==> config.mk <==
export PLATFORM = sky130hd
export DESIGN_NAME = adc_conversion_control
export DESIGN_NICKNAME = d
export VERILOG_FILES = /design/src/design/adc_ctl_pkg.sv /design/src/design/adc_conversion_control.sv
export SDC_FILE = /design/constraint.sdc
export NUM_CORES = 1
export LEC_CHECK = 0
export BUFFER_PORTS_ARGS = -buffer_cell sky130_fd_sc_hd__buf_2
export CORE_UTILIZATION = 58
export CTS_BUF_LIST = sky130_fd_sc_hd__clkbuf_8
export DETAILED_ROUTE_END_ITERATION = 16
export PLACE_DENSITY = 0.82
export SETUP_SLACK_MARGIN = 0.4
export SLEW_MARGIN = 20
export SYNTH_ARGS = -nofsm -noshare
export SYNTH_HDL_FRONTEND = slang
export SYNTH_SLANG_ARGS = --single-unit
==> constraint.sdc <==
create_clock -name clk_sys -period 9.3 [get_ports clk_sys]
set_input_delay 1.86 -clock clk_sys [delete_from_list [all_inputs] [get_ports clk_sys]]
set_output_delay 1.86 -clock clk_sys [all_outputs]
set_load 0.05 [all_outputs]
==> src/design/adc_ctl_pkg.sv <==
// Function
// - writing start bit begins sampling; hardware clears it when conversion ends
// - power enable one powers the converter, zero gates it off
// - crystal mode rate codes give 74.6K, 37.4K, 18.7K, 9.3K samples per second
// - rc modes: rate is oscillator over 4, over two to the code, over 12
// - channel code 000..111 selects analog inputs 1..8 in order
// - ch7 switch: 0 leaves port 9 pin 2 general, 1 makes it input 7
// - ch8 switch: 0 leaves port 9 pin 3 general, 1 makes it input 8
// - inputs 1,2 on port 9 pins 0,1; inputs 3-6 on port 6 pins 2-5
// - one 10-bit successive approximation converter behind an 8-way mux
// - completion sets done flag, cleared by software; irq only when masked in
// - low 8 result bits in data register, high 2 in bits 4 and 5
// - each conversion takes 12 converter clock cycles
// - started with mask 0: convert continuously, keep start bit, no done flag
package adc_ctl_pkg;
    localparam logic [2:0] ADDR_PIN_SWITCH = 3'h0;
    localparam logic [2:0] ADDR_CONV_CTRL = 3'h1;
    localparam logic [2:0] ADDR_RESULT_LO = 3'h2;
    localparam logic [2:0] ADDR_RESULT_HI = 3'h3;
    localparam logic [2:0] ADDR_IRQ_STATUS = 3'h4;
    localparam logic [2:0] ADDR_IRQ_MASK = 3'h5;
    localparam int START_BIT = 0;
    localparam int POWER_BIT = 2;
    localparam int RATE_LSB = 3;
    localparam int CHAN_LSB = 5;
    localparam int CH7_BIT = 0;
    localparam int CH8_BIT = 1;
    localparam int DONE_BIT = 5;
    localparam int RES_HI_LSB = 4;
    localparam logic [7:0] CONV_CTRL_RST = 8'h00;
    localparam logic [7:0] CTRL_WMASK = 8'hfd;
    localparam logic [7:0] PIN_WMASK = 8'h4b;
    localparam logic [3:0] CONV_CYCLES = 4'h0c;
    // crystal mode: clk_sys 40 MHz, per-step divide giving 12 steps/sample
    // 40e6/(12*74.6e3)=44.7 -> 45 (74.07K), halves/doubles for slower codes
    localparam int CLK_HZ = 40000000;
    localparam int XTAL_RATE0_HZ = 74600;
    localparam logic [15:0] XTAL_DIV0 =
        16'((CLK_HZ + 12 * XTAL_RATE0_HZ - 1) / (12 * XTAL_RATE0_HZ));
    // rc modes: per step divide is 4 * 2^code of the oscillator
    localparam logic [15:0] RC_DIV0 = 16'h0004;
endpackage : adc_ctl_pkg

==> src/design/adc_conversion_control.sv <==
`timescale 1ns/1ps
module adc_conversion_control (
    // clock and reset
    input wire logic clk_sys,
    input wire logic rst_n,
    // register port
    input wire logic [2:0] reg_addr,
    input wire logic [7:0] reg_wdata,
    input wire logic reg_wr,
    input wire logic reg_rd,
    output logic [7:0] reg_rdata,
    // oscillator mode straps
    input wire logic internal_rc_osc_mode,
    input wire logic external_rc_osc_mode,
    input wire logic osc_tick,
    // analog front end
    output logic conv_power_enable,
    output logic [2:0] mux_select,
    output logic sample_hold,
    output logic [9:0] sar_trial,
    input wire logic comparator_hi,
    // pin switches
    output logic [7:0] analog_pin_enable,
    // interrupt
    output logic irq
);
    typedef enum logic [2:0] {
        ST_IDLE = 3'b001,
        ST_SAMPLE = 3'b010,
        ST_CONVERT = 3'b100
    } conv_state_e;

    conv_state_e state_ff, nxt_state;
    logic [7:0] ctrl_ff, nxt_ctrl;
    logic [7:0] pin_ff, nxt_pin;
    logic [5:0] p6_switch_ff, nxt_p6_switch;
    logic [7:0] res_lo_ff, nxt_res_lo;
    logic [1:0] res_hi_ff, nxt_res_hi;
    logic done_ff, nxt_done;
    logic mask_ff, nxt_mask;
    logic [7:0] rdata_ff, nxt_rdata;
    logic [2:0] chan_ff, nxt_chan;
    logic [1:0] rate_ff, nxt_rate;
    logic [15:0] div_ff, nxt_div;
    logic [3:0] step_ff, nxt_step;
    logic [9:0] sar_ff, nxt_sar;
    logic rc_mode;
    logic step_en;
    logic [15:0] div_limit;
    logic conv_end;

    assign rc_mode = internal_rc_osc_mode | external_rc_osc_mode;

    // rate per code: base divide shifted by code, latched at start
    function automatic logic [15:0] step_div(input logic rc,
                                              input logic [1:0] code);
        logic [15:0] base;
        base = rc ? adc_ctl_pkg::RC_DIV0 : adc_ctl_pkg::XTAL_DIV0;
        return 16'(base << code);
    endfunction : step_div

    assign div_limit = step_div(rc_mode, rate_ff);
    // in rc mode the divider counts oscillator ticks, not clk_sys cycles
    assign step_en = (div_ff == div_limit - 16'h0001) & (rc_mode ? osc_tick
                                                                  : 1'b1);
    assign conv_end = step_en & (state_ff == ST_CONVERT) &
        (step_ff == adc_ctl_pkg::CONV_CYCLES - 4'h1);

    // register file
    always_comb begin
        nxt_ctrl = ctrl_ff;
        nxt_pin = pin_ff;
        nxt_p6_switch = p6_switch_ff;
        nxt_mask = mask_ff;
        nxt_done = done_ff;
        nxt_res_lo = res_lo_ff;
        nxt_res_hi = res_hi_ff;
        nxt_rdata = 8'h00;
        if (reg_wr && reg_addr == adc_ctl_pkg::ADDR_PIN_SWITCH) begin
            // bits 3 and 6 are stored so their power cost stays visible
            nxt_pin = reg_wdata & adc_ctl_pkg::PIN_WMASK;
        end else if (reg_wr && reg_addr == adc_ctl_pkg::ADDR_CONV_CTRL) begin
            nxt_ctrl = reg_wdata & adc_ctl_pkg::CTRL_WMASK;
        end else if (reg_wr && reg_addr == adc_ctl_pkg::ADDR_RESULT_HI) begin
            nxt_p6_switch = reg_wdata[5:0];
        end else if (reg_wr && reg_addr == adc_ctl_pkg::ADDR_IRQ_MASK) begin
            nxt_mask = reg_wdata[adc_ctl_pkg::DONE_BIT];
        end
        if (reg_wr && reg_addr == adc_ctl_pkg::ADDR_IRQ_STATUS &&
            reg_wdata[adc_ctl_pkg::DONE_BIT]) begin
            nxt_done = 1'b0;
        end
        // new value, so power and start may be written in one go
        if (!nxt_ctrl[adc_ctl_pkg::POWER_BIT]) begin
            nxt_ctrl[adc_ctl_pkg::START_BIT] = 1'b0;
        end
        if (conv_end) begin
            nxt_res_lo = nxt_sar[7:0];
            nxt_res_hi = nxt_sar[9:8];
            if (mask_ff) begin
                // set wins over a clear in the same cycle
                nxt_done = 1'b1;
                nxt_ctrl[adc_ctl_pkg::START_BIT] = 1'b0;
            end
        end
        if (!mask_ff) begin
            nxt_done = 1'b0;
        end
        if (reg_rd && reg_addr == adc_ctl_pkg::ADDR_PIN_SWITCH) begin
            nxt_rdata = pin_ff;
        end else if (reg_rd && reg_addr == adc_ctl_pkg::ADDR_CONV_CTRL) begin
            nxt_rdata = ctrl_ff;
        end else if (reg_rd && reg_addr == adc_ctl_pkg::ADDR_RESULT_LO) begin
            nxt_rdata = res_lo_ff;
        end else if (reg_rd && reg_addr == adc_ctl_pkg::ADDR_RESULT_HI) begin
            nxt_rdata = {2'b00, res_hi_ff, 4'h0} | {2'b00, p6_switch_ff};
        end else if (reg_rd && reg_addr == adc_ctl_pkg::ADDR_IRQ_STATUS) begin
            nxt_rdata = 8'(done_ff) << adc_ctl_pkg::DONE_BIT;
        end else if (reg_rd && reg_addr == adc_ctl_pkg::ADDR_IRQ_MASK) begin
            nxt_rdata = 8'(mask_ff) << adc_ctl_pkg::DONE_BIT;
        end
    end

    always_ff @(posedge clk_sys) begin
        if (!rst_n) begin
            ctrl_ff <= adc_ctl_pkg::CONV_CTRL_RST;
            pin_ff <= 8'h00;
            p6_switch_ff <= 6'h00;
            mask_ff <= 1'b0;
            done_ff <= 1'b0;
            res_lo_ff <= 8'h00;
            res_hi_ff <= 2'h0;
            rdata_ff <= 8'h00;
        end else begin
            ctrl_ff <= nxt_ctrl;
            pin_ff <= nxt_pin;
            p6_switch_ff <= nxt_p6_switch;
            mask_ff <= nxt_mask;
            done_ff <= nxt_done;
            res_lo_ff <= nxt_res_lo;
            res_hi_ff <= nxt_res_hi;
            rdata_ff <= nxt_rdata;
        end
    end

    // sequencer: sample one step, then 12 convert steps, the first 10 successive-approximation
    always_comb begin
        nxt_state = state_ff;
        nxt_chan = chan_ff;
        nxt_rate = rate_ff;
        nxt_div = step_en ? 16'h0000 :
            ((rc_mode && !osc_tick) ? div_ff : div_ff + 16'h0001);
        nxt_step = step_ff;
        nxt_sar = sar_ff;
        case (state_ff)
            ST_IDLE: begin
                nxt_div = 16'h0000;
                if (ctrl_ff[adc_ctl_pkg::START_BIT] &&
                    ctrl_ff[adc_ctl_pkg::POWER_BIT]) begin
                    nxt_state = ST_SAMPLE;
                    nxt_chan = ctrl_ff[adc_ctl_pkg::CHAN_LSB +: 3];
                    nxt_rate = ctrl_ff[adc_ctl_pkg::RATE_LSB +: 2];
                end
            end
            ST_SAMPLE: begin
                if (step_en) begin
                    nxt_state = ST_CONVERT;
                    nxt_step = 4'h0;
                    nxt_sar = 10'h200;
                end
            end
            ST_CONVERT: begin
                if (step_en && step_ff < 4'ha) begin
                    // keep trial bit if input above trial level
                    nxt_sar = sar_ff & ~(comparator_hi ? 10'h000
                        : (10'h200 >> step_ff));
                    nxt_sar = nxt_sar | ((10'h200 >> step_ff) >> 1);
                    nxt_step = step_ff + 4'h1;
                end else if (step_en) begin
                    nxt_step = step_ff + 4'h1;
                end
                if (conv_end) begin
                    nxt_state = ST_IDLE;
                end
            end
            default: nxt_state = ST_IDLE;
        endcase
        if (!ctrl_ff[adc_ctl_pkg::POWER_BIT]) begin
            nxt_state = ST_IDLE;
        end
    end

    always_ff @(posedge clk_sys) begin
        if (!rst_n) begin
            state_ff <= ST_IDLE;
            chan_ff <= 3'h0;
            rate_ff <= 2'h0;
            div_ff <= 16'h0000;
            step_ff <= 4'h0;
            sar_ff <= 10'h000;
        end else begin
            state_ff <= nxt_state;
            chan_ff <= nxt_chan;
            rate_ff <= nxt_rate;
            div_ff <= nxt_div;
            step_ff <= nxt_step;
            sar_ff <= nxt_sar;
        end
    end

    assign reg_rdata = rdata_ff;
    assign conv_power_enable = ctrl_ff[adc_ctl_pkg::POWER_BIT];
    assign mux_select = chan_ff;
    assign sample_hold = (state_ff == ST_SAMPLE);
    assign sar_trial = sar_ff;
    // order: p90,p91,p62,p63,p64,p65,p92,p93
    assign analog_pin_enable = {pin_ff[adc_ctl_pkg::CH8_BIT],
                                pin_ff[adc_ctl_pkg::CH7_BIT],
                                p6_switch_ff};
    assign irq = done_ff & mask_ff;

    // a start seen while idle and powered opens the sample window
    sample_start_a: assert property (
        @(posedge clk_sys) disable iff (!rst_n)
        state_ff == ST_IDLE && ctrl_ff[adc_ctl_pkg::START_BIT] &&
        conv_power_enable |=> sample_hold
    ) else $error("start did not open sampling");

    start_clear_a: assert property (
        @(posedge clk_sys) disable iff (!rst_n)
        conv_end && mask_ff
        |=> !ctrl_ff[adc_ctl_pkg::START_BIT] && done_ff
    ) else $error("start bit not cleared at end");

    // a start bit cleared by software ends the loop, so it is left out
    cont_keep_a: assert property (
        @(posedge clk_sys) disable iff (!rst_n)
        conv_end && !mask_ff && $past(mask_ff) == 1'b0 &&
        ctrl_ff[adc_ctl_pkg::START_BIT] && conv_power_enable &&
        !(reg_wr && reg_addr == adc_ctl_pkg::ADDR_CONV_CTRL)
        |=> ctrl_ff[adc_ctl_pkg::START_BIT] && !done_ff
    ) else $error("continuous mode lost start");

    done_off_a: assert property (
        @(posedge clk_sys) disable iff (!rst_n)
        !mask_ff |=> !done_ff
    ) else $error("done set while masked");

    power_off_a: assert property (
        @(posedge clk_sys) disable iff (!rst_n)
        !conv_power_enable |=> state_ff == ST_IDLE
    ) else $error("converter ran unpowered");

    start_gate_a: assert property (
        @(posedge clk_sys) disable iff (!rst_n)
        !conv_power_enable |-> !ctrl_ff[adc_ctl_pkg::START_BIT]
    ) else $error("start bit kept while unpowered");

    // an interrupt edge must trace back to a completed conversion
    irq_gate_a: assert property (
        @(posedge clk_sys) disable iff (!rst_n)
        $rose(irq) |-> $past(conv_end) && $past(mask_ff)
    ) else $error("irq rose without an enabled completion");

    done_source_a: assert property (
        @(posedge clk_sys) disable iff (!rst_n)
        $rose(done_ff) |-> $past(conv_end)
    ) else $error("done flag set without completion");

    // only the first cycles are held here; the bench measures full length
    conv_len_a: assert property (
        @(posedge clk_sys) disable iff (!rst_n || !conv_power_enable)
        $rose(state_ff == ST_CONVERT) && !rc_mode && rate_ff == 2'h0
        |-> (state_ff == ST_CONVERT)[*8]
    ) else $error("conversion ended early");

    sar_seed_a: assert property (
        @(posedge clk_sys) disable iff (!rst_n)
        $rose(state_ff == ST_CONVERT) |-> sar_trial == 10'h200
    ) else $error("approximation not seeded at midscale");

    chan_hold_a: assert property (
        @(posedge clk_sys) disable iff (!rst_n)
        state_ff != ST_IDLE && $past(state_ff) != ST_IDLE
        |-> $stable(chan_ff) && $stable(rate_ff)
    ) else $error("channel changed mid conversion");

    mux_latch_a: assert property (
        @(posedge clk_sys) disable iff (!rst_n)
        $rose(sample_hold)
        |-> mux_select == $past(ctrl_ff[adc_ctl_pkg::CHAN_LSB +: 3])
    ) else $error("channel not taken at start");

    result_store_a: assert property (
        @(posedge clk_sys) disable iff (!rst_n)
        conv_end |=> res_lo_ff == $past(sar_ff[7:0]) &&
        res_hi_ff == $past(sar_ff[9:8])
    ) else $error("result not stored");

    ch7_pin_a: assert property (
        @(posedge clk_sys) disable iff (!rst_n)
        reg_wr && reg_addr == adc_ctl_pkg::ADDR_PIN_SWITCH
        |=> analog_pin_enable[7:6] == $past(reg_wdata[1:0])
    ) else $error("pin switch not applied");

    p6_pin_a: assert property (
        @(posedge clk_sys) disable iff (!rst_n)
        reg_wr && reg_addr == adc_ctl_pkg::ADDR_RESULT_HI
        |=> analog_pin_enable[5:0] == $past(reg_wdata[5:0])
    ) else $error("shared pin switch not applied");

    // read data stands for one cycle only, so stale values never leak
    rdata_pulse_a: assert property (
        @(posedge clk_sys) disable iff (!rst_n)
        !$past(reg_rd) |-> reg_rdata == 8'h00
    ) else $error("read data outside its cycle");
endmodule : adc_conversion_control

==> flow_summary.json <==
{
  "die_w_um": 82.29,
  "critPathLaunchType": "primary input",
  "yosys.area_share.simple_pct": 26.20,
  "synth_flop_cell": "dfxtp_1",
  "min_path_type": "reg -> reg",
  "hold_violations": 0,
  "required_ns": 9.51,
  "cp-end-kind": "register",
  "dr_total_vias": 3317,
  "yosysTopAreaCell": "dfxtp_1",
  "die-area_um2": 6771,
  "post-route-min-period_ns": 4.397,
  "viasPerCell": 5.998,
  "cp.arrival_ns": 4.61,
  "critPathMaxFanout": 16,
  "maxSlewHeadroom_pct": 46.05,
  "syn_inst": 438,
  "post_layout_nonfiller_instances": 553,
  "hpwlAfterDp_um": 6198,
  "status": "completed",
  "antenna_found_initial": 0,
  "worst-setup-path-type": "in -> reg",
  "cts_made_buffers": 9,
  "timing.fmax_mhz": 227.4,
  "max_slew.worst_pin.slew_ns": 0.8043,
  "grt_pass1_vias": 3056,
  "grt_max_degree": 46,
  "drv_slew": 0,
  "final.setup_skew_ns": 0.01163,
  "firstDrtPassIters": 5,
  "p_sw_mw": 0.1545,
  "ys_seq_elements": 75,
  "io_buffer_count": 50,
  "peakVddDrop_uv": 90.47,
  "tns_ns": 0,
  "maxCapViolCount": 0,
  "antenna_left": 0,
  "synth-compound-area-share_pct": 11.98,
  "p_comb_share_pct": 6.0,
  "clockPowerShare_pct": 40.8,
  "power.internal_mw": 0.4546,
  "hold_buffers": 0,
  "utilization_pct": 69.05,
  "grt_use_total_pct": 27.79,
  "gp_congestion": 0.9197,
  "syn_area_per_cell_um2": 8.536,
  "grt-ovfl-total": 0,
  "whs_ns": 0.4731,
  "dieHeight_um": 82.29,
  "post_cts_resized": 0,
  "synthTopCellsByArea": "dfxtp_1 40%, mux2i_1 9.4%, nor2_1 5.8%, nand2_1 4.0%, nand3_1 3.1%",
  "worst_slack_ns": 4.903,
  "cts_num_sinks": 75,
  "io_pins": 51,
  "synth_xor_area_share_pct": 4.685,
  "wl_per_cell_um": 15.72,
  "muxShareOfSynthArea_pct": 10.58,
  "clkTransAtPathRegs_ns": 0.08,
  "nets": 500,
  "seq_area_frac_synth_pct": 40.16,
  "drc": 0,
  "start_util_pct": 61.68,
  "cts_buffer_depth": 2,
  "synth_edf_count": 0,
  "post-place-ws_ns": 4.220,
  "rsz0062_at_grt": "no",
  "synth_top_family_by_area": "simple AND/OR/NAND/NOR gates",
  "cts_setup_buffers": 0,
  "power_per_cell_area_nw_per_um2": 145.5,
  "power_frac_seq_pct": 53.3,
  "wl_um": 8692,
  "ys_types": 51,
  "synthToLayoutAreaGrowth_pct": 11.95,
  "p_sw_share_pct": 25.36,
  "leakage_nw": 1.637,
  "dp.cells": 537,
  "rows": 28,
  "h-tree-depth": 3,
  "synth-adder-area-share_pct": 2.677,
  "synth.net_count": 465,
  "netlist_area_um2": 3739,
  "clk_latency_ns": 0.35,
  "antenna_cells": 0,
  "clock-root-buffer": "clkbuf_8",
  "grt_pass1_wl_um": 14320,
  "drive_gt1_share_pct": 16.53,
  "synth-async-reset-ratio_pct": 0,
  "cts_tree": "yes",
  "core_um2": 6061,
  "drt_iter0_markers": 242,
  "fin_crit_sh_pct": 47.28,
  "synth_warnings": 0,
  "setup_violations": 0,
  "synth_top_area_share_pct": 40.16
}
## placed cells by master, fill, tap and decap left out, types with 3 or more instances in the layout
cell type  instances
o21ai_0           13
nand4_1           10
xnor2_1            8
a31oi_1            6
xor2_1            12
nor2b_1            5
nor2_1            58
ha_1               8
nor4_1             4
inv_1              6
nand2b_1           4
mux2_2             4
dfxtp_1           75
a21oi_1           20
a22oi_1            3
or4_1              7
o311ai_0           9
nor4b_1            4
and2_1             4
and3_1             6
a211oi_1           6
mux2i_1           35
buf_2             50
nand3_1           23
nand2_1           40
nor3_1             8
clkbuf_8          12
nand4b_1           3
## cells in the mapped netlist (8+ instances only)
cell and n:
dfxtp_1 75, nor2_1 58, nand2_1 40, mux2i_1 35, nand3_1 23, a21oi_1 20, clkbuf_1 20, o21ai_0 13
xor2_1 12, nand4_1 10, o311ai_0 9, ha_1 8, nor3_1 8, xnor2_1 8
## path summary, 6_finish.rpt
check	startpoint	endpoint	slack (ns)	depth (start not counted)
min reg2reg	mux_select[0]	mux_select[0]	0.47	2
max reg2reg	rate_ff[0]	div_ff[14]	5.92	8
max	external_rc_osc_mode	div_ff[14]	4.90	9
min	mux_select[0]	mux_select[0]	0.47	2
## cell families (layout without fill, tap and decap cells)
family | count (synthesis) | in the layout
mux | 39 | 39
flops | 75 | 75
compound gates | 70 | 70
buf+inv | 34 | 74
xor+xnor | 20 | 20
fa+ha+maj | 8 | 8
simple gates | 192 | 192
## power groups by stage
stage               clock [mW]  sequential (mW)  combinational [mW]
finish                   0.248            0.324              0.0363
global route             0.264            0.325              0.0393
CTS                      0.250            0.324              0.0356
detailed placement           0            0.332              0.0354
global placement             0            0.332              0.0350
floorplan                    0            0.335              0.0224
## per-layer routing
layer	part of all wire [%]	up-vias	global-route usage (%)
met1	45	1525	35.19
met3	5.7	22	4.835
met5	0	-	0
met4	2.8	0	12.46
li1	-	1644	-
met2	46	126	46.03
## sequential cells by signal (all words and copies together), names as in the netlist
signal and count:
ctrl_ff 7, div_ff 16, done_ff 1, mask_ff 1, mux_select 3, p6_switch_ff 6, pin_ff 4, rate_ff 2
reg_rdata 8, res_hi_ff 2, res_lo_ff 8, sar_trial 10, state_ff 3, step_ff 4
## per-stage QoR
step,power (mW),cell area (um2)
floorplan,0.3576,3739
global placement,0.3669,3978
detailed placement,0.3673,3978
CTS,0.6098,4175
global route,0.6277,4185
finish,0.6090,4185
## critical path, stage by stage
cell	delay (ns)
buf_2	0.13
or4b_4	0.52
ha_1	0.25
nand2b_1	0.09
a21oi_1	0.06
o21ai_0	0.32
nand4b_1	0.50
o21ai_2	0.73
nor2_1	0.13
## final cells by class
class | instances | area (um2)
Fill cell | 497 | 1876
Timing Repair Buffer | 51 | 257.7
Clock inverter | 4 | 32.53
Inverter | 7 | 26.28
Sequential cell | 75 | 1501
Clock buffer | 12 | 165.2
Tap cell | 75 | 93.84
Multi-Input combinational cell | 329 | 2108
No activity file was read; power rests on OpenSTA's default activity.
